## src/radio_framing_pkg.sv

```systemverilog
// constants, field layouts and types for the packet framing block
package radio_framing_pkg;
    // register byte addresses on the apb port
    localparam logic [7:0] ADDR_CFG = 8'h00;
    localparam logic [7:0] ADDR_TXLEN = 8'h04;
    localparam logic [7:0] ADDR_CTRL = 8'h08;
    localparam logic [7:0] ADDR_STATUS = 8'h0C;
    // framing_config fields
    localparam int CFG_MARKER_EN = 7;
    localparam int CFG_LONG_CODE = 6;
    localparam int CFG_LENGTH_FIELD_ENABLE = 5;
    localparam int CFG_TH_HI = 4;
    localparam logic [7:0] CFG_RESET = 8'hA4;
    localparam logic [7:0] TXLEN_RESET = 8'h00;
    // control register fields
    localparam int CTRL_EIGHT_BIT = 0;
    localparam int CTRL_TX_GO = 1;
    // status register fields
    localparam int STAT_TX_BUSY = 0;
    localparam int STAT_RX_ST_LO = 2;
    localparam int STAT_RX_LEN_LO = 8;
    localparam int STAT_DISCARD_LO = 16;
    // marker code lengths in chips
    localparam int LONG_CODE_CHIPS = 64;
    localparam int SHORT_CODE_CHIPS = 32;

    typedef enum logic [1:0] {
        TX_IDLE = 2'b00,
        TX_LEN = 2'b01,
        TX_PAY = 2'b10
    } tx_state_t;

    typedef enum logic [1:0] {
        RX_HUNT = 2'b00,
        RX_LEN = 2'b01,
        RX_PAY = 2'b10
    } rx_state_t;

    typedef enum logic [1:0] {
        FK_MARKER = 2'b00,
        FK_LENGTH = 2'b01,
        FK_PAYLOAD = 2'b10
    } field_kind_t;

    // one field token handed to the modulator
    typedef struct packed {
        logic valid;
        field_kind_t kind;
        logic longCode;
        logic [7:0] data;
    } tx_field_t;

    // marker correlator result, chip error count per half
    typedef struct packed {
        logic strobe;
        logic [4:0] errOne;
        logic [4:0] errTwo;
    } marker_in_t;

    // payload code correlation, one per symbol slot
    typedef struct packed {
        logic strobe;
        logic dataCorr;
    } sym_in_t;

    typedef struct packed {
        logic valid;
        logic [7:0] data;
    } byte_t;

    typedef struct packed {
        logic [7:0] cfg;
        logic [7:0] txLen;
        logic eightBit;
        tx_state_t txSt;
        logic [7:0] txCount;
        tx_field_t txField;
        rx_state_t rxSt;
        logic prevCorr;
        logic [7:0] rxLen;
        logic [7:0] rxCount;
        logic rxLenKnown;
        logic [7:0] discards;
        logic rxStart;
        byte_t rxOut;
        logic [31:0] prdata;
    } state_t;
endpackage

```

## src/radio_packet_framing.sv

```systemverilog
// framing control for the radio packet engine with apb registers
// Contract
// - marker enabled: every sent packet starts with a start marker
// - marker enabled: receive only packets with a valid marker, drop rest
// - marker disabled: sent packets carry no start marker
// - marker disabled: receive starts on two consecutive payload correlations
// - long code bit picks 64-chip marker when set, 32-chip when clear
// - length enabled: send transmit length byte right after the marker
// - length enabled: first received byte after marker is packet length
// - length disabled: no length field is sent
// - eight-bit dsss rate always sends length, ignoring the enable bit
// - 64-chip marker: all five threshold bits, applied to each half
`timescale 1ns/1ns
module radio_packet_framing
    import radio_framing_pkg::*;
(
    input wire logic clk_sys,
    input wire logic reset,
    input wire logic psel,
    input wire logic penable,
    input wire logic pwrite,
    input wire logic [7:0] paddr,
    input wire logic [31:0] pwdata,
    output logic [31:0] prdata,
    output logic pready,
    output logic pslverr,
    input wire byte_t txIn,
    output logic txReady,
    output tx_field_t txField,
    input wire marker_in_t rxMarker,
    input wire sym_in_t rxSym,
    input wire byte_t rxByte,
    input wire logic rxAbort,
    output logic rxStart,
    output byte_t rxOut
);
    state_t st;
    state_t next_st;
    logic setup;
    logic wrAcc;
    logic mapped;
    logic txGo;
    logic markerEn;
    logic longCode;
    logic lenNeeded;
    logic goLen;
    logic [4:0] thEff;
    logic markerOk;
    logic [31:0] readMux;

    // apb decode, zero wait states
    assign setup = psel && !penable;
    assign wrAcc = psel && penable && pwrite && mapped;
    assign pready = psel && penable;
    assign pslverr = psel && penable && !mapped;
    assign prdata = st.prdata;

    // address decode and read mux
    always_comb begin
        mapped = 1'b1;
        readMux = 32'h0000_0000;
        case (paddr)
            ADDR_CFG: readMux[7:0] = st.cfg;
            ADDR_TXLEN: readMux[7:0] = st.txLen;
            ADDR_CTRL: readMux[CTRL_EIGHT_BIT] = st.eightBit;
            ADDR_STATUS: begin
                readMux[STAT_TX_BUSY] = (st.txSt != TX_IDLE);
                readMux[STAT_RX_ST_LO +: 2] = st.rxSt;
                readMux[STAT_RX_LEN_LO +: 8] = st.rxLen;
                readMux[STAT_DISCARD_LO +: 8] = st.discards;
            end
            default: mapped = 1'b0;
        endcase
    end

    // framing controls taken from the configuration register
    assign markerEn = st.cfg[CFG_MARKER_EN];
    assign longCode = st.cfg[CFG_LONG_CODE];
    // eight-bit rate forces the length field
    assign lenNeeded = st.cfg[CFG_LENGTH_FIELD_ENABLE] || st.eightBit;
    // a go write sets the rate in the same beat, so use its data
    assign goLen = st.cfg[CFG_LENGTH_FIELD_ENABLE] || pwdata[CTRL_EIGHT_BIT];
    assign txGo = wrAcc && (paddr == ADDR_CTRL) && pwdata[CTRL_TX_GO]
        && (st.txSt == TX_IDLE);

    // threshold width follows the marker code length
    assign thEff = longCode ? st.cfg[CFG_TH_HI:0]
        : {1'b0, st.cfg[CFG_TH_HI-1:0]};
    // first half always checked, second half only with the long code, both against the same threshold
    assign markerOk = (rxMarker.errOne <= thEff)
        && (!longCode || (rxMarker.errTwo <= thEff));

    assign txReady = (st.txSt == TX_PAY) && (st.txCount != 8'h00);
    assign txField = st.txField;
    assign rxStart = st.rxStart;
    assign rxOut = st.rxOut;

    // next state of registers, transmit and receive sequencing
    always_comb begin
        next_st = st;
        next_st.txField.valid = 1'b0;
        next_st.rxStart = 1'b0;
        next_st.rxOut.valid = 1'b0;
        if (setup) begin
            next_st.prdata = readMux;
        end
        if (wrAcc) begin
            case (paddr)
                ADDR_CFG: next_st.cfg = pwdata[7:0];
                ADDR_TXLEN: next_st.txLen = pwdata[7:0];
                ADDR_CTRL: next_st.eightBit = pwdata[CTRL_EIGHT_BIT];
                default: ;
            endcase
        end
        // transmit field sequencing
        case (st.txSt)
            TX_IDLE: begin
                if (txGo) begin
                    next_st.txCount = st.txLen;
                    if (markerEn) begin
                        // marker leads the packet
                        next_st.txField = '{1'b1, FK_MARKER, longCode,
                            8'h00};
                        next_st.txSt = goLen ? TX_LEN : TX_PAY;
                    end else if (goLen) begin
                        // no marker, length goes first
                        next_st.txField = '{1'b1, FK_LENGTH, longCode,
                            st.txLen};
                        next_st.txSt = TX_PAY;
                    end else begin
                        // neither marker nor length
                        next_st.txSt = TX_PAY;
                    end
                end
            end
            TX_LEN: begin
                // length byte right after the marker
                next_st.txField = '{1'b1, FK_LENGTH, longCode,
                    st.txCount};
                next_st.txSt = TX_PAY;
            end
            TX_PAY: begin
                if (st.txCount == 8'h00) begin
                    next_st.txSt = TX_IDLE;
                end else if (txIn.valid) begin
                    next_st.txField = '{1'b1, FK_PAYLOAD, longCode,
                        txIn.data};
                    next_st.txCount = st.txCount - 8'h01;
                end
            end
            default: next_st.txSt = TX_IDLE;
        endcase
        // receive framing
        if (rxAbort) begin
            next_st.rxSt = RX_HUNT;
            next_st.prevCorr = 1'b0;
        end else begin
            case (st.rxSt)
                RX_HUNT: begin
                    if (markerEn) begin
                        next_st.prevCorr = 1'b0;
                        // only a valid marker opens a packet
                        if (rxMarker.strobe && markerOk) begin
                            next_st.rxStart = 1'b1;
                        end else if (rxMarker.strobe
                            && (st.discards != 8'hFF)) begin
                            next_st.discards = st.discards + 8'h01;
                        end
                    end else if (rxSym.strobe) begin
                        // two correlations in a row
                        next_st.rxStart = rxSym.dataCorr && st.prevCorr;
                        next_st.prevCorr = rxSym.dataCorr
                            && !st.prevCorr;
                    end
                    if (next_st.rxStart) begin
                        next_st.rxLenKnown = 1'b0;
                        next_st.rxSt = lenNeeded ? RX_LEN : RX_PAY;
                    end
                end
                RX_LEN: begin
                    // first byte after the marker is the length
                    if (rxByte.valid) begin
                        next_st.rxLen = rxByte.data;
                        next_st.rxCount = rxByte.data;
                        next_st.rxLenKnown = 1'b1;
                        next_st.rxSt = (rxByte.data == 8'h00) ? RX_HUNT
                            : RX_PAY;
                    end
                end
                RX_PAY: begin
                    if (rxByte.valid) begin
                        next_st.rxOut = rxByte;
                        if (st.rxLenKnown) begin
                            next_st.rxCount = st.rxCount - 8'h01;
                            if (st.rxCount == 8'h01) begin
                                next_st.rxSt = RX_HUNT;
                            end
                        end
                    end
                end
                default: next_st.rxSt = RX_HUNT;
            endcase
        end
    end

    // state register
    always_ff @(posedge clk_sys or posedge reset) begin
        if (reset) begin
            st <= '0;
            st.cfg <= CFG_RESET;
            st.txLen <= TXLEN_RESET;
            st.txSt <= TX_IDLE;
            st.rxSt <= RX_HUNT;
        end else begin
            st <= next_st;
        end
    end
endmodule

```

## config.mk

```make
export PLATFORM = sky130hd
export DESIGN_NAME = radio_packet_framing
export DESIGN_NICKNAME = d
export VERILOG_FILES = /design/src/radio_framing_pkg.sv /design/src/radio_packet_framing.sv
export SDC_FILE = /design/constraint.sdc
export NUM_CORES = 1
export LEC_CHECK = 0
export ABC_AREA = 1
export BUFFER_PORTS_ARGS = -buffer_cell sky130_fd_sc_hd__buf_2
export CELL_PAD_IN_SITES_DETAIL_PLACEMENT = 1
export CELL_PAD_IN_SITES_GLOBAL_PLACEMENT = 1
export CORE_ASPECT_RATIO = 1.5
export CORE_UTILIZATION = 41
export CTS_BUF_LIST = sky130_fd_sc_hd__clkbuf_8
export DETAILED_ROUTE_END_ITERATION = 8
export MAX_ROUTING_LAYER = met4
export PLACE_DENSITY = 0.83
export SYNTH_ARGS = -nofsm -noshare
export SYNTH_HDL_FRONTEND = slang
export SYNTH_SLANG_ARGS = --single-unit
```

## constraint.sdc

```tcl
create_clock -name clk_sys -period 3.3 [get_ports clk_sys]
set_input_delay 0 -clock clk_sys [delete_from_list [all_inputs] [get_ports clk_sys]]
set_output_delay 0 -clock clk_sys [all_outputs]
set_load 0.02 [all_outputs]
```

=== After elaboration in Yosys (flattened, before gate mapping) ===
Index checks and enable logic that the tools add are counted.

* Memories: 0
* Output and inout bits: 57
* ROM bits: 0
* Flip-flop bits (word level): 101
* Bits in latches: 0
* Memory bits (writable): 0

* $lt $le $gt $ge: 2
* Div/mod/pow operators: 0
* Bitwise logic cells: 2
* Multiply operators: 0
* Shift operators: 0
* Add/subtract/negate cells: 3
* Eq/ne operators: 23
* Reductions and logical operators: 48
* Mux-type cells: 45

{| class="wikitable"
|+ Operators by type and width
! cell !! count
|-
| $mux W20 || 2
|-
| $pmux W12 S3 || 1
|-
| $pmux W8 S2 || 2
|-
| $mux W9 || 3
|-
| $logic_not A8 Y1 || 3
|-
| $mux W12 || 2
|-
| $mux W22 || 1
|-
| $mux W2 || 10
|-
| $reduce_and A5 Y1 || 4
|-
| $ne A3 B3 Y1 const B || 6
|-
| $pmux W2 S3 || 3
|-
| $eq A8 B4 Y1 const B || 2
|-
| $mux W16 || 1
|-
| $mux W8 || 2
|-
| $sub A8 B1 Y8 const B || 2
|-
| $logic_and A1 B1 Y1 || 14
|-
| $ne A2 B2 Y1 const B || 7
|-
| $mux W1 || 11
|-
| $le A5 B5 Y1 || 2
|-
| $mux W10 || 1
|-
| $reduce_and A2 Y1 || 5
|-
| $reduce_bool A2 Y1 || 5
|-
| $add A8 B1 Y8 const B || 1
|-
| $eq A8 B1 Y1 const B || 1
|-
| 19 further kinds || 32
|}

=== Logic depth before layout (Yosys ltp) ===
Gate-level depths: netlist (run 1).

* Depth in word-level cells: 12
* Depth in mapped cells: 13

=== Worst setup path after synthesis (run 1) ===
OpenSTA, ideal clock, no wires.

* Kind: register to register
* Start point: register st[103] in the netlist's numbering
* End point: register st[45] in the netlist's numbering
* Library setup time: 0.065 ns
* Data arrival time: 1.633 ns
* Required time: 3.235 ns
* Cell stages (with the launch flop): 14
* Period minus slack after synthesis: 1.698 ns
* Setup slack: 1.602 ns
* Cells stage by stage: dfstp_2 -> inv_1 -> ha_1 -> nand2_1 -> nor2_1 -> nand2_1 -> nand3_1 -> nand2_1 -> nand3_1 -> nand2_2 -> inv_2 -> buf_6 -> nand3_1 -> nand2_1

* Word-level cells in the longest chain between the ends: 7
* Elaborated cells between the ends (all ways): 8

{| class="wikitable"
|+ RTL lines
! element !! line !! RTL
|-
| start: declaration || radio_packet_framing.sv:37 || <nowiki>state_t st;</nowiki>
|-
| start signal: assignment || radio_packet_framing.sv:215 || <nowiki>st <= next_st;</nowiki>
|-
| $mux W5 (*) || radio_packet_framing.sv:87 || <nowiki>assign thEff = longCode ? st.cfg[CFG_TH_HI:0]</nowiki>
|-
| $le A5 B5 Y1 || radio_packet_framing.sv:91 || <nowiki>&& (!longCode || (rxMarker.errTwo <= thEff));</nowiki>
|-
| $logic_or A1 B1 Y1 || radio_packet_framing.sv:91 ||
|-
| $logic_and A1 B1 Y1 (*) || radio_packet_framing.sv:91 ||
|-
| $logic_and A1 B1 Y1 (*) || radio_packet_framing.sv:163 || <nowiki>if (rxMarker.strobe && markerOk) begin</nowiki>
|-
| $not A1 Y1 (no line) (*) || n/a ||
|-
| $reduce_and A5 Y1 (no line) (*) || n/a ||
|}

Every way passes the cells marked *; elsewhere a longest branch is shown, timed or not.
A chain may end at the register's enable or synchronous reset.

=== Worst setup path after layout (run 1) ===
Same ends and word-level chain as after synthesis.

==> flow_summary.yaml, run 1 <==
drt:
  route.vias.total: 4895
  post-route-drc-count: 7
  detailedRoute.firstPassIterationCount: 6
  postRouteWirelength_um: 15550
  drt-initial-drc-count: 111
  wl_per_cell_um: 16.50
  route.antenna.remaining_nets: 0
  avgViaCountPerCell: 5.196
worst_hold_path:
  hp-start: "rxMarker[10]"
  min_delay_worst_endpoint: "rxStart$_DFF_PP0_"
  min_delay_path_depth: 3
  hp-class: "primary input to register"
place:
  port_buffers: 101
  gp_congestion: 0.8748
  placedInstanceArea_um2: 5954
  post-dp-hpwl_um: 11750
  dp_worst_setup_slack_ps: 1242
  place.detailed.instances: 895
sta:
  worst_pin_slew_ps: 920.8
  rsz_0062_raised_after_global_routing: "false"
  slew_violations: 0
  post_route_worst_hold_slack_ps: 21.55
  fmax_mhz: 479.9
  post-route-worst-setup-slack_ps: 1216
  setup_viol_count_final: 0
  final_worst_path_cycle_share_pct: 63.15
  clock_skews_ps: 10.21
  report.final.hold_viol_count: 0
  maxSlewHeadroom_pct: 38.62
  finalCriticalPeriod_ps: 2084
  setup-tns-final_ps: 0
layout:
  antenna-diode-count: 0
  instances_no_fill: 942
  synthToLayoutAreaGrowth_pct: 13.64
  postLayoutCoreUtil_pct: 47.83
  highest_count_cells_in_the_layout_ignoring_fill_and_taps: "nand2_1, buf_2, dfrtp_1"
  layout.cells.most_common: "nand2_1"
  layout.nets: 866
  layout.cell_area.non_filler_um2: 6472
  post_route_cells_drive_above_1_share_pct: 21.15
clock_tree:
  cts_inserted_buffers: 9
  clock_root_buffer_master: "clkbuf_8"
  clk_transition_reported_paths_ps: 90
  clock_tree.htree_level_count: 3
  cts-resized-gates: 0
  maximum_count_of_clock_buffers_along_a_single_path: 2
  cts_sinks: 101
  tritoncts: "yes"
  cts_setup_buffers: 0
  clock_insertion_delay_worst_skew_ps: 370
yosys:
  synth-main-ff-cell: "dfrtp_1"
  main_combinational_cell_family_by_area_after_synthesis: "simple AND/OR/NAND/NOR gates"
  async_flop_share_pct: 100.0
  yosys.cell_types.count: 39
  synth_top_area_cell: "dfrtp_1"
  synth.ff_latch_count: 101
  post_synth.cell_area_avg_um2: 8.254
  netlist.area_leader.share_pct: 43.06
  synth_compound_area_share_pct: 11.84
  synth_cells: 690
  mux_cell_area_share_after_synthesis_pct: 0
  synth_simple_gate_area_share_pct: 23.88
  synth.yosys.seq_area_share_pct: 44.44
  synth_area_um2: 5695
  synth_edf_count: 0
  synth.yosys.warnings: 0
  post_synth_main_area_contributors: "dfrtp_1, nand2_1, buf_4"
  parity_gate_share_of_the_synthesized_area_counting_xor_and_xnor_cells_pct: 1.384
  yosys.area_share.adder_pct: 3.076
setup_path:
  crit_path_frequent_cell: "nand2_1"
  critical_path.max_stage_delay_ps: 560
  r2r_end: "st[45]$_DFFE_PP0P_"
  reg2reg_from: "st[103]$_DFFE_PP1P_"
  critPathArrivalTime_ps: 2350
  setup.worst_path.end_class: "register"
  worstPathRequired_ps: 3560
  crit_chain: "inv_1 > ha_1 > nand2_1 > nor2_1 > nand2_1 > nand3_1 > nand2_1 > nand3_1 > nand2_2 > inv_2 > nand2_1 > nand2_1 > nand2_1"
  critPathTopFamily: "simple AND/OR/NAND/NOR gates"
  slowest_stage: "dfstp_2"
  reg2regPathDepth: 13
  path_max_fanout: 14
  setup_cp_type: "register to register"
  reg2reg_setup_slack_ps: 1220
  critPathBufInv: 2
  critPathLaunchType: "register"
  cp-startpoint: "st[103]$_DFFE_PP1P_"
global_routing:
  via_count_of_the_first_global_routing_pass: 5390
  antenna_found_initial: 0
  overflow: 0
  grt_first_pass_wirelength_um: 25940
  grt_usage_pct: 23.79
  grt_max_degree: 73
floorplan:
  die_width_um: 98.24
  die_span_in_y_um: 146.4
  rows: 52
  core_area_um2: 13530
  floorplan.io_pins: 134
  floorplan.initialDensity_pct: 42.09
  dieArea_um2: 14380
power_and_ir_drop:
  fin_total_pwr_mw: 2.977
  power_leakage_nw: 3.262
  p_per_area_nw_per_um2: 459.9
  peakVddDrop_uv: 227.9
run:
  maxCapViolCount: 0
status:
  run_status: "finished, violations left"
  violations: "design-rule violations"
[logic make-up after synthesis]
family	after synthesis
AOI/OAI and AO/OA	114
buffers and inverters	165
other	1
DFF	101
adders and majority gates	14
and+or+nand+nor	286
xor gates and xnor gates	9
[cell usage after synthesis (4+ instances only)]
cell type / number
inv_2: 9
o21ai_2: 8
o21ai_0: 25
nor2_1: 25
nand2_1: 166
nand3_1: 48
dfrtp_1: 98
inv_1: 84
a31oi_1: 4
o31ai_1: 17
buf_6: 6
o21ai_1: 28
xor2_1: 9
ha_1: 14
clkbuf_1: 6
nor2_4: 7
nand4_1: 20
a21oi_1: 25
buf_2: 4
buf_4: 53
nor3_1: 4
[worst max-delay path by stage]
stage,endpoint,slack [ps],cells past startpoint
after floorplan,longCode$_DFFE_PP0P_,660,1
after global placement,st[45]$_DFFE_PP0P_,1370,13
after detailed placement,st[44]$_DFFE_PP0P_,1240,13
after CTS,st[44]$_DFFE_PP0P_,1220,13
after global routing,st[45]$_DFFE_PP0P_,1070,13
final,st[45]$_DFFE_PP0P_,1220,13
[layer usage]
layer | vias to the layer above | wire length [um] | GRT usage (%)
li1 | 2348 | - | -
met1 | 2401 | 5784 | 23.55
met2 | 103 | 8655 | 44.19
met3 | 43 | 373 | 2.968
met4 | 0 | 734 | 13.58
met5 | - | 0 | -
[where the power goes]
group	internal, mW	switching (mW)	leakage [nW]
sequential	1.36	0.0727	1.26
combinational	0.236	0.467	1.89
clock	0.418	0.422	0.113
total	2.01	0.962	3.26
[sequential cells by signal, summed over array words and instances, names as in the netlist]
| name | flops |
|---|---|
| longCode | 1 |
| markerEn | 1 |
| prdata | 24 |
| rxOut | 9 |
| rxStart | 1 |
| st | 53 |
| txField | 12 |
[worst min-delay path: stages]
cell     delay, ps
buf_2          110
nand4_1        150
a21oi_1         90
[layout make-up]
cell class	count	area, um^2
timing repair buffer	136	845.8
tap	162	202.7
multi-input combinational	431	2318
sequential	101	2531
inverter	96	366.6
clock inverter	7	83.83
clock buffer	9	123.9
fill	1656	7061
[what timing repair did]
action	in CTS	in global routing
endpoints found under the setup margin	0	0
hold buffers	31	0
hold endpoints to repair	123	0
(Power assumes the default switching activity.)
==> inputs of run 2 (changes only) <==
--- a/config.mk
+++ b/config.mk
@@ -5,16 +5,16 @@
 export SDC_FILE = /design/constraint.sdc
 export NUM_CORES = 1
 export LEC_CHECK = 0
-export ABC_AREA = 1
+export ABC_AREA = 0
 export BUFFER_PORTS_ARGS = -buffer_cell sky130_fd_sc_hd__buf_2
 export CELL_PAD_IN_SITES_DETAIL_PLACEMENT = 1
 export CELL_PAD_IN_SITES_GLOBAL_PLACEMENT = 1
 export CORE_ASPECT_RATIO = 1.5
-export CORE_UTILIZATION = 41
+export CORE_UTILIZATION = 38
 export CTS_BUF_LIST = sky130_fd_sc_hd__clkbuf_8
 export DETAILED_ROUTE_END_ITERATION = 8
 export MAX_ROUTING_LAYER = met4
-export PLACE_DENSITY = 0.83
+export PLACE_DENSITY = 0.79
 export SYNTH_ARGS = -nofsm -noshare
 export SYNTH_HDL_FRONTEND = slang
 export SYNTH_SLANG_ARGS = --single-unit
==> constraint.sdc (replaced) <==
create_clock -name clk_sys -period 1.9 [get_ports clk_sys]
set_input_delay 0 -clock clk_sys [delete_from_list [all_inputs] [get_ports clk_sys]]
set_output_delay 0 -clock clk_sys [all_outputs]
set_load 0.02 [all_outputs]
==> run 2 against run 1 <==
Effect of this change:
- the flow finishes with violations (design-rule violations, negative setup slack)
- critical path depth is 5 lower
- area after synthesis is 8.0% lower
- power is 50% higher
- global-route usage is 1.2 points lower
- synthesized cell count is 28% lower
- sequential power is 64% higher
- clock skew is 3.6 ps higher
- die area is 0.72% lower
- largest cell class unchanged
==> flow_summary.yaml, run 2 <==
clock_tree:
  tritoncts: "yes"
  cts_sinks: 101
  cts_inserted_buffers: 9
  maximum_count_of_clock_buffers_along_a_single_path: 2
  clk_transition_reported_paths_ps: 110
  clock_tree.htree_level_count: 3
  clock_insertion_delay_worst_skew_ps: 390
  clock_root_buffer_master: "clkbuf_8"
power_and_ir_drop:
  fin_total_pwr_mw: 4.452
  p_per_area_nw_per_um2: 672.4
  peakVddDrop_uv: 469.9
  power_leakage_nw: 3.230
sta:
  finalCriticalPeriod_ps: 2229
  maxSlewHeadroom_pct: 63.40
  clock_skews_ps: 13.77
  post_route_worst_hold_slack_ps: 55.68
  rsz_0062_raised_after_global_routing: "true"
  worst_pin_slew_ps: 549.1
  setup_viol_count_final: 15
  report.final.hold_viol_count: 0
  fmax_mhz: 448.7
  post-route-worst-setup-slack_ps: -328.8
  final_worst_path_cycle_share_pct: 117.3
  slew_violations: 0
setup_path:
  slowest_stage: "dfstp_2"
  critPathArrivalTime_ps: 2540
  path_max_fanout: 8
  setup_cp_type: "register to register"
  r2r_end: "st[46]$_DFFE_PP0P_"
  reg2reg_from: "st[103]$_DFFE_PP1P_"
  worstPathRequired_ps: 2210
  setup.worst_path.end_class: "register"
  cp-startpoint: "st[103]$_DFFE_PP1P_"
  crit_chain: "inv_2 > ha_4 > nand4_1 > o221a_2 > o21a_1 > a21oi_4 > and4_1 > xor2_1"
  critPathLaunchType: "register"
  critical_path.max_stage_delay_ps: 560
  critPathBufInv: 1
  reg2regPathDepth: 8
  critPathTopFamily: "compound AO/OA/AOI/OAI gates"
  reg2reg_setup_slack_ps: -330
yosys:
  post_synth.cell_area_avg_um2: 10.54
  synth_edf_count: 0
  netlist.area_leader.share_pct: 46.80
  synth.yosys.seq_area_share_pct: 48.30
  synth.yosys.warnings: 0
  synth_area_um2: 5240
  synth.ff_latch_count: 101
  synth_top_area_cell: "dfrtp_1"
  yosys.cell_types.count: 60
  synthTopCellsByCount: "dfrtp_1, buf_4, mux2_2"
  synth_cells: 497
  post_synth_main_area_contributors: "dfrtp_1, buf_4, mux2_2"
  synth-main-ff-cell: "dfrtp_1"
  async_flop_share_pct: 100.0
  yosysMostFrequentCell: "dfrtp_1"
global_routing:
  grt_first_pass_wirelength_um: 24250
  grt_max_degree: 56
  antenna_found_initial: 0
  overflow: 0
  grt_usage_pct: 22.61
  via_count_of_the_first_global_routing_pass: 4731
status:
  violations: "design-rule violations, negative setup slack"
  run_status: "finished, violations left"
floorplan:
  dieArea_um2: 14270
  floorplan.io_pins: 134
  die_span_in_y_um: 145.8
  core_area_um2: 13470
  floorplan.initialDensity_pct: 38.91
  rows: 52
  die_width_um: 97.88
drt:
  drt-initial-drc-count: 151
  route.vias.total: 4305
  postRouteWirelength_um: 14910
  post-route-drc-count: 7
  avgViaCountPerCell: 5.395
  route.antenna.remaining_nets: 0
  wl_per_cell_um: 18.68
  detailedRoute.firstPassIterationCount: 6
place:
  dp_worst_setup_slack_ps: -330.0
  gp_congestion: 0.8630
  port_buffers: 101
  post-dp-hpwl_um: 11280
  place.detailed.instances: 743
layout:
  highest_count_cells_in_the_layout_ignoring_fill_and_taps: "buf_2, dfrtp_1, buf_4"
  antenna-diode-count: 0
  largest-register: "st"
  postLayoutCoreUtil_pct: 49.16
  post_route_cells_drive_above_1_share_pct: 39.47
  synthToLayoutAreaGrowth_pct: 26.36
  instances_no_fill: 798
  largest_register_ffs: 53
  layout.cells.most_common: "buf_2"
  layout.nets: 722
worst_hold_path:
  min_delay_path_depth: 3
  hp-start: "paddr[2]"
  min_delay_worst_endpoint: "prdata[2]$_DFFE_PP0P_"
  hp-class: "primary input to register"
run:
  maxCapViolCount: 0
-- run 2: cell count changes in the layout (fill, tap and decap cells not counted), sizes merged, moves of 11 or more --
cell   previous run  this run
buf             105       160
nand4            23         7
inv              97        31
nand2           169        32
o31ai            17         0
a22oi             0        11
a22o              0        16
mux2              0        37
nand3            52        11
o21ai            62        34
-- run 2: area by class of cell --
type / instances / area (um^2)
fill: 1502 / 6847
sequential: 101 / 2531
multi-input combinational: 305 / 2297
timing repair buffer: 187 / 1297
tap: 162 / 202.7
clock buffer: 9 / 123.9
inverter: 27 / 105.1
clock inverter: 7 / 63.81
-- run 2: tightest hold or removal path, cell delays in order --
cell,delay (ps)
buf_2,180
a22oi_1,100
o21ai_0,130
-- run 2: timing repair --
| action | CTS | global route |
|---|---|---|
| setup endpoints to repair | 25 | 28 |
| gates resized for setup | 9 | 13 |
| buffers inserted | 9 | 5 |
| hold buffers | 27 | 0 |
| endpoints found under the hold margin | 70 | 0 |
| pin swaps | 19 | 11 |
-- run 2: kinds of logic (layout without fill, tap and decap cells) --
family                     count (synthesis)  count (layout)  share of synthesized area [%]
adders and majority gates                 14              14                          3.343
AOI/OAI and AO/OA                        112             112                          15.02
DFF                                      101             101                          48.30
xor gates and xnor gates                   7               7                          1.170
other                                      1               8                        0.07156
buffers and inverters                     98             230                          10.98
muxes                                     38              38                          8.142
and+or+nand+nor                          126             126                          12.97
-- run 2: routing by layer --
metal | track usage (%) | share of wire [%] | up-vias
li1 | - | - | 2003
met1 | 22.58 | 36 | 2175
met2 | 42.39 | 57 | 97
met3 | 3.314 | 2.6 | 30
met4 | 10.53 | 4.0 | 0
met5 | - | 0 | -
-- run 2: worst max-delay path by stage --
stage | endpoint | slack (ps) | cells past startpoint
2_1_floorplan | st[43]$_DFFE_PP0P_ | -180 | 7
3_3_place_gp | st[43]$_DFFE_PP0P_ | -220 | 7
3_5_place_dp | st[46]$_DFFE_PP0P_ | -330 | 8
4_1_cts | st[46]$_DFFE_PP0P_ | -290 | 8
5_1_grt | st[46]$_DFFE_PP0P_ | -410 | 8
6_report | st[46]$_DFFE_PP0P_ | -330 | 8
-- run 2: metrics by stage --
step | TNS, ps | instance area, um^2
6_report | -3259 | 6621
5_1_grt | -5077 | 6621
4_1_cts | -2607 | 6553
3_5_place_dp | -4257 | 5988
3_3_place_gp | -1882 | 5988
2_1_floorplan | -1362 | 5371
-- run 2: power breakdown --
group	total [mW]	internal, mW	switching (mW)
Combinational	0.745	0.321	0.424
Sequential	2.35	2.27	0.0834
Clock	1.35	0.510	0.843
==> inputs of run 3 (changes only) <==
--- a/config.mk
+++ b/config.mk
@@ -14,7 +14,8 @@
 export CTS_BUF_LIST = sky130_fd_sc_hd__clkbuf_8
 export DETAILED_ROUTE_END_ITERATION = 8
 export MAX_ROUTING_LAYER = met4
-export PLACE_DENSITY = 0.79
+export PLACE_DENSITY_LB_ADDON = 0.1
 export SYNTH_ARGS = -nofsm -noshare
 export SYNTH_HDL_FRONTEND = slang
 export SYNTH_SLANG_ARGS = --single-unit
+export TNS_END_PERCENT = 10
==> run 3 against run 2 <==
Effect of this change:
- the flow still finishes with violations (design-rule violations, negative setup slack)
- clock power rose by 6%
- sequential share of layout area fell by 0.24 points
- clock-buffer cell count rose by 1
- sequential power barely moved
- global-route usage fell by 0.36 points
- largest power group unchanged
==> flow_summary.yaml, run 3 (same netlist as run 2, synthesis figures left out) <==
status:
  run_status: "finished, violations left"
  violations: "design-rule violations, negative setup slack"
sta:
  fmax_mhz: 468.0
  worst_pin_slew_ps: 610.2
  setup-tns-final_ps: -2075
  rsz_0062_raised_after_global_routing: "true"
  report.final.hold_viol_count: 0
  maxSlewHeadroom_pct: 59.24
  clock_skews_ps: 15.60
  post-route-worst-setup-slack_ps: -236.7
  setup_viol_count_final: 15
  slew_violations: 0
  finalCriticalPeriod_ps: 2137
  final_worst_path_cycle_share_pct: 112.5
clock_tree:
  maximum_count_of_clock_buffers_along_a_single_path: 2
  cts_inserted_buffers: 9
  clk_transition_reported_paths_ps: 100
  cts_sinks: 101
  tritoncts: "yes"
  clock_root_buffer_master: "clkbuf_8"
  clock_insertion_delay_worst_skew_ps: 380
  clock_tree.htree_level_count: 3
global_routing:
  overflow: 0
  grt_max_degree: 29
  antenna_found_initial: 0
  grt_first_pass_wirelength_um: 24030
  via_count_of_the_first_global_routing_pass: 4702
  grt_usage_pct: 22.24
place:
  gp_congestion: 0.9409
  placedInstanceArea_um2: 6047
  dp_worst_setup_slack_ps: -270.1
  post-dp-hpwl_um: 11350
  port_buffers: 101
setup_path:
  path_max_fanout: 8
  reg2reg_from: "st[103]$_DFFE_PP1P_"
  critPathArrivalTime_ps: 2440
  r2r_end: "st[46]$_DFFE_PP0P_"
  critPathLaunchType: "register"
  worstPathRequired_ps: 2200
  setup_cp_type: "register to register"
  reg2regPathDepth: 9
  reg2reg_setup_slack_ps: -240
  setup.worst_path.end_class: "register"
worst_hold_path:
  hp-class: "primary input to register"
  min_delay_path_depth: 5
  min_delay_worst_endpoint: "st[67]$_DFFE_PP0P_"
  hp-start: "rxSym[0]"
layout:
  antenna-diode-count: 0
  highest_count_cells_in_the_layout_ignoring_fill_and_taps: "buf_2, dfrtp_1, buf_4"
  synthToLayoutAreaGrowth_pct: 27.17
  post_route_cells_drive_above_1_share_pct: 39.88
  largest-register: "st"
  layout.cell_area.non_filler_um2: 6664
  num-fill-cells: 1510
  layout.nets: 728
  layout.cells.most_common: "buf_2"
  largest_register_ffs: 53
floorplan:
  die_width_um: 97.88
  dieArea_um2: 14270
  die_span_in_y_um: 145.8
  floorplan.initialDensity_pct: 38.91
  rows: 52
  floorplan.io_pins: 134
  core_area_um2: 13470
drt:
  drt-initial-drc-count: 104
  avgViaCountPerCell: 5.294
  wl_per_cell_um: 18.43
  route.vias.total: 4256
  postRouteWirelength_um: 14810
  detailedRoute.firstPassIterationCount: 6
  route.antenna.remaining_nets: 0
  post-route-drc-count: 5
power_and_ir_drop:
  power_leakage_nw: 3.273
  peakVddDrop_uv: 394.7
  p_per_area_nw_per_um2: 677.0
  fin_total_pwr_mw: 4.512
run:
  maxCapViolCount: 0
==> run 3: layout make-up <==
class	count	area, um^2	share of cell area, %
sequential	101	2531	37.98
multi-input combinational	305	2271	34.08
tap	162	202.7	3.042
timing repair buffer	193	1353	20.30
clock inverter	6	63.81	0.9576
inverter	27	105.1	1.577
clock buffer	10	137.6	2.065
==> run 3: worst max path at each step <==
stage	to	slack [ps]	depth (start not counted)	start
4_1_cts	st[46]$_DFFE_PP0P_	-260	9	st[103]$_DFFE_PP1P_
3_3_place_gp	st[43]$_DFFE_PP0P_	-240	8	st[103]$_DFFE_PP1P_
3_5_place_dp	st[43]$_DFFE_PP0P_	-270	8	st[103]$_DFFE_PP1P_
2_1_floorplan	txField[8]$_DFFE_PP0P_	-380	9	st[82]$_DFFE_PP0P_
6_report	st[46]$_DFFE_PP0P_	-240	9	st[103]$_DFFE_PP1P_
5_1_grt	st[46]$_DFFE_PP0P_	-350	9	st[103]$_DFFE_PP1P_
==> run 3: layer usage <==
| layer | track usage, % | part of all wire, % |
|---|---|---|
| met5 | - | 0 |
| met2 | 41.62 | 57 |
| met1 | 23.50 | 38 |
| met4 | 8.030 | 2.8 |
| met3 | 2.882 | 2.2 |
==> run 3: critical path, cell delays in order (launching register included) <==
cell and delay (ps):
dfstp_2 550, inv_2 50, ha_4 260, nand4_1 90, o221a_2 280, o21a_1 190
a21oi_2 150, buf_6 150, and4_1 200, xor2_1 140
==> run 3: per-stage QoR <==
step | hold WS, ps | cells | utilization (%)
2_1_floorplan | 66.19 | 504 | -
3_3_place_gp | 109.9 | 760 | 44.90
3_5_place_dp | 107.7 | 760 | 44.90
4_1_cts | 73.13 | 804 | 48.99
5_1_grt | 104.3 | 804 | 49.48
6_report | 92.60 | 804 | 49.48
==> run 3: report_power, final <==
part,switching [mW],leakage (nW),internal (mW),total (mW)
combinational,0.414,1.84,0.315,0.729
sequential,0.0800,1.33,2.27,2.35
clock,0.786,0.104,0.646,1.43
total,1.28,3.27,3.23,4.51
==> run 3: what timing repair did <==
| action | in CTS | in global routing |
|---|---|---|
| setup endpoints to repair | 31 | 31 |
| gates cloned | 0 | 0 |
| resized for setup | 15 | 21 |
| hold buffers | 27 | 0 |
| hold endpoints to repair | 65 | 0 |
| buffers inserted | 1 | 0 |
| pin swaps | 8 | 8 |
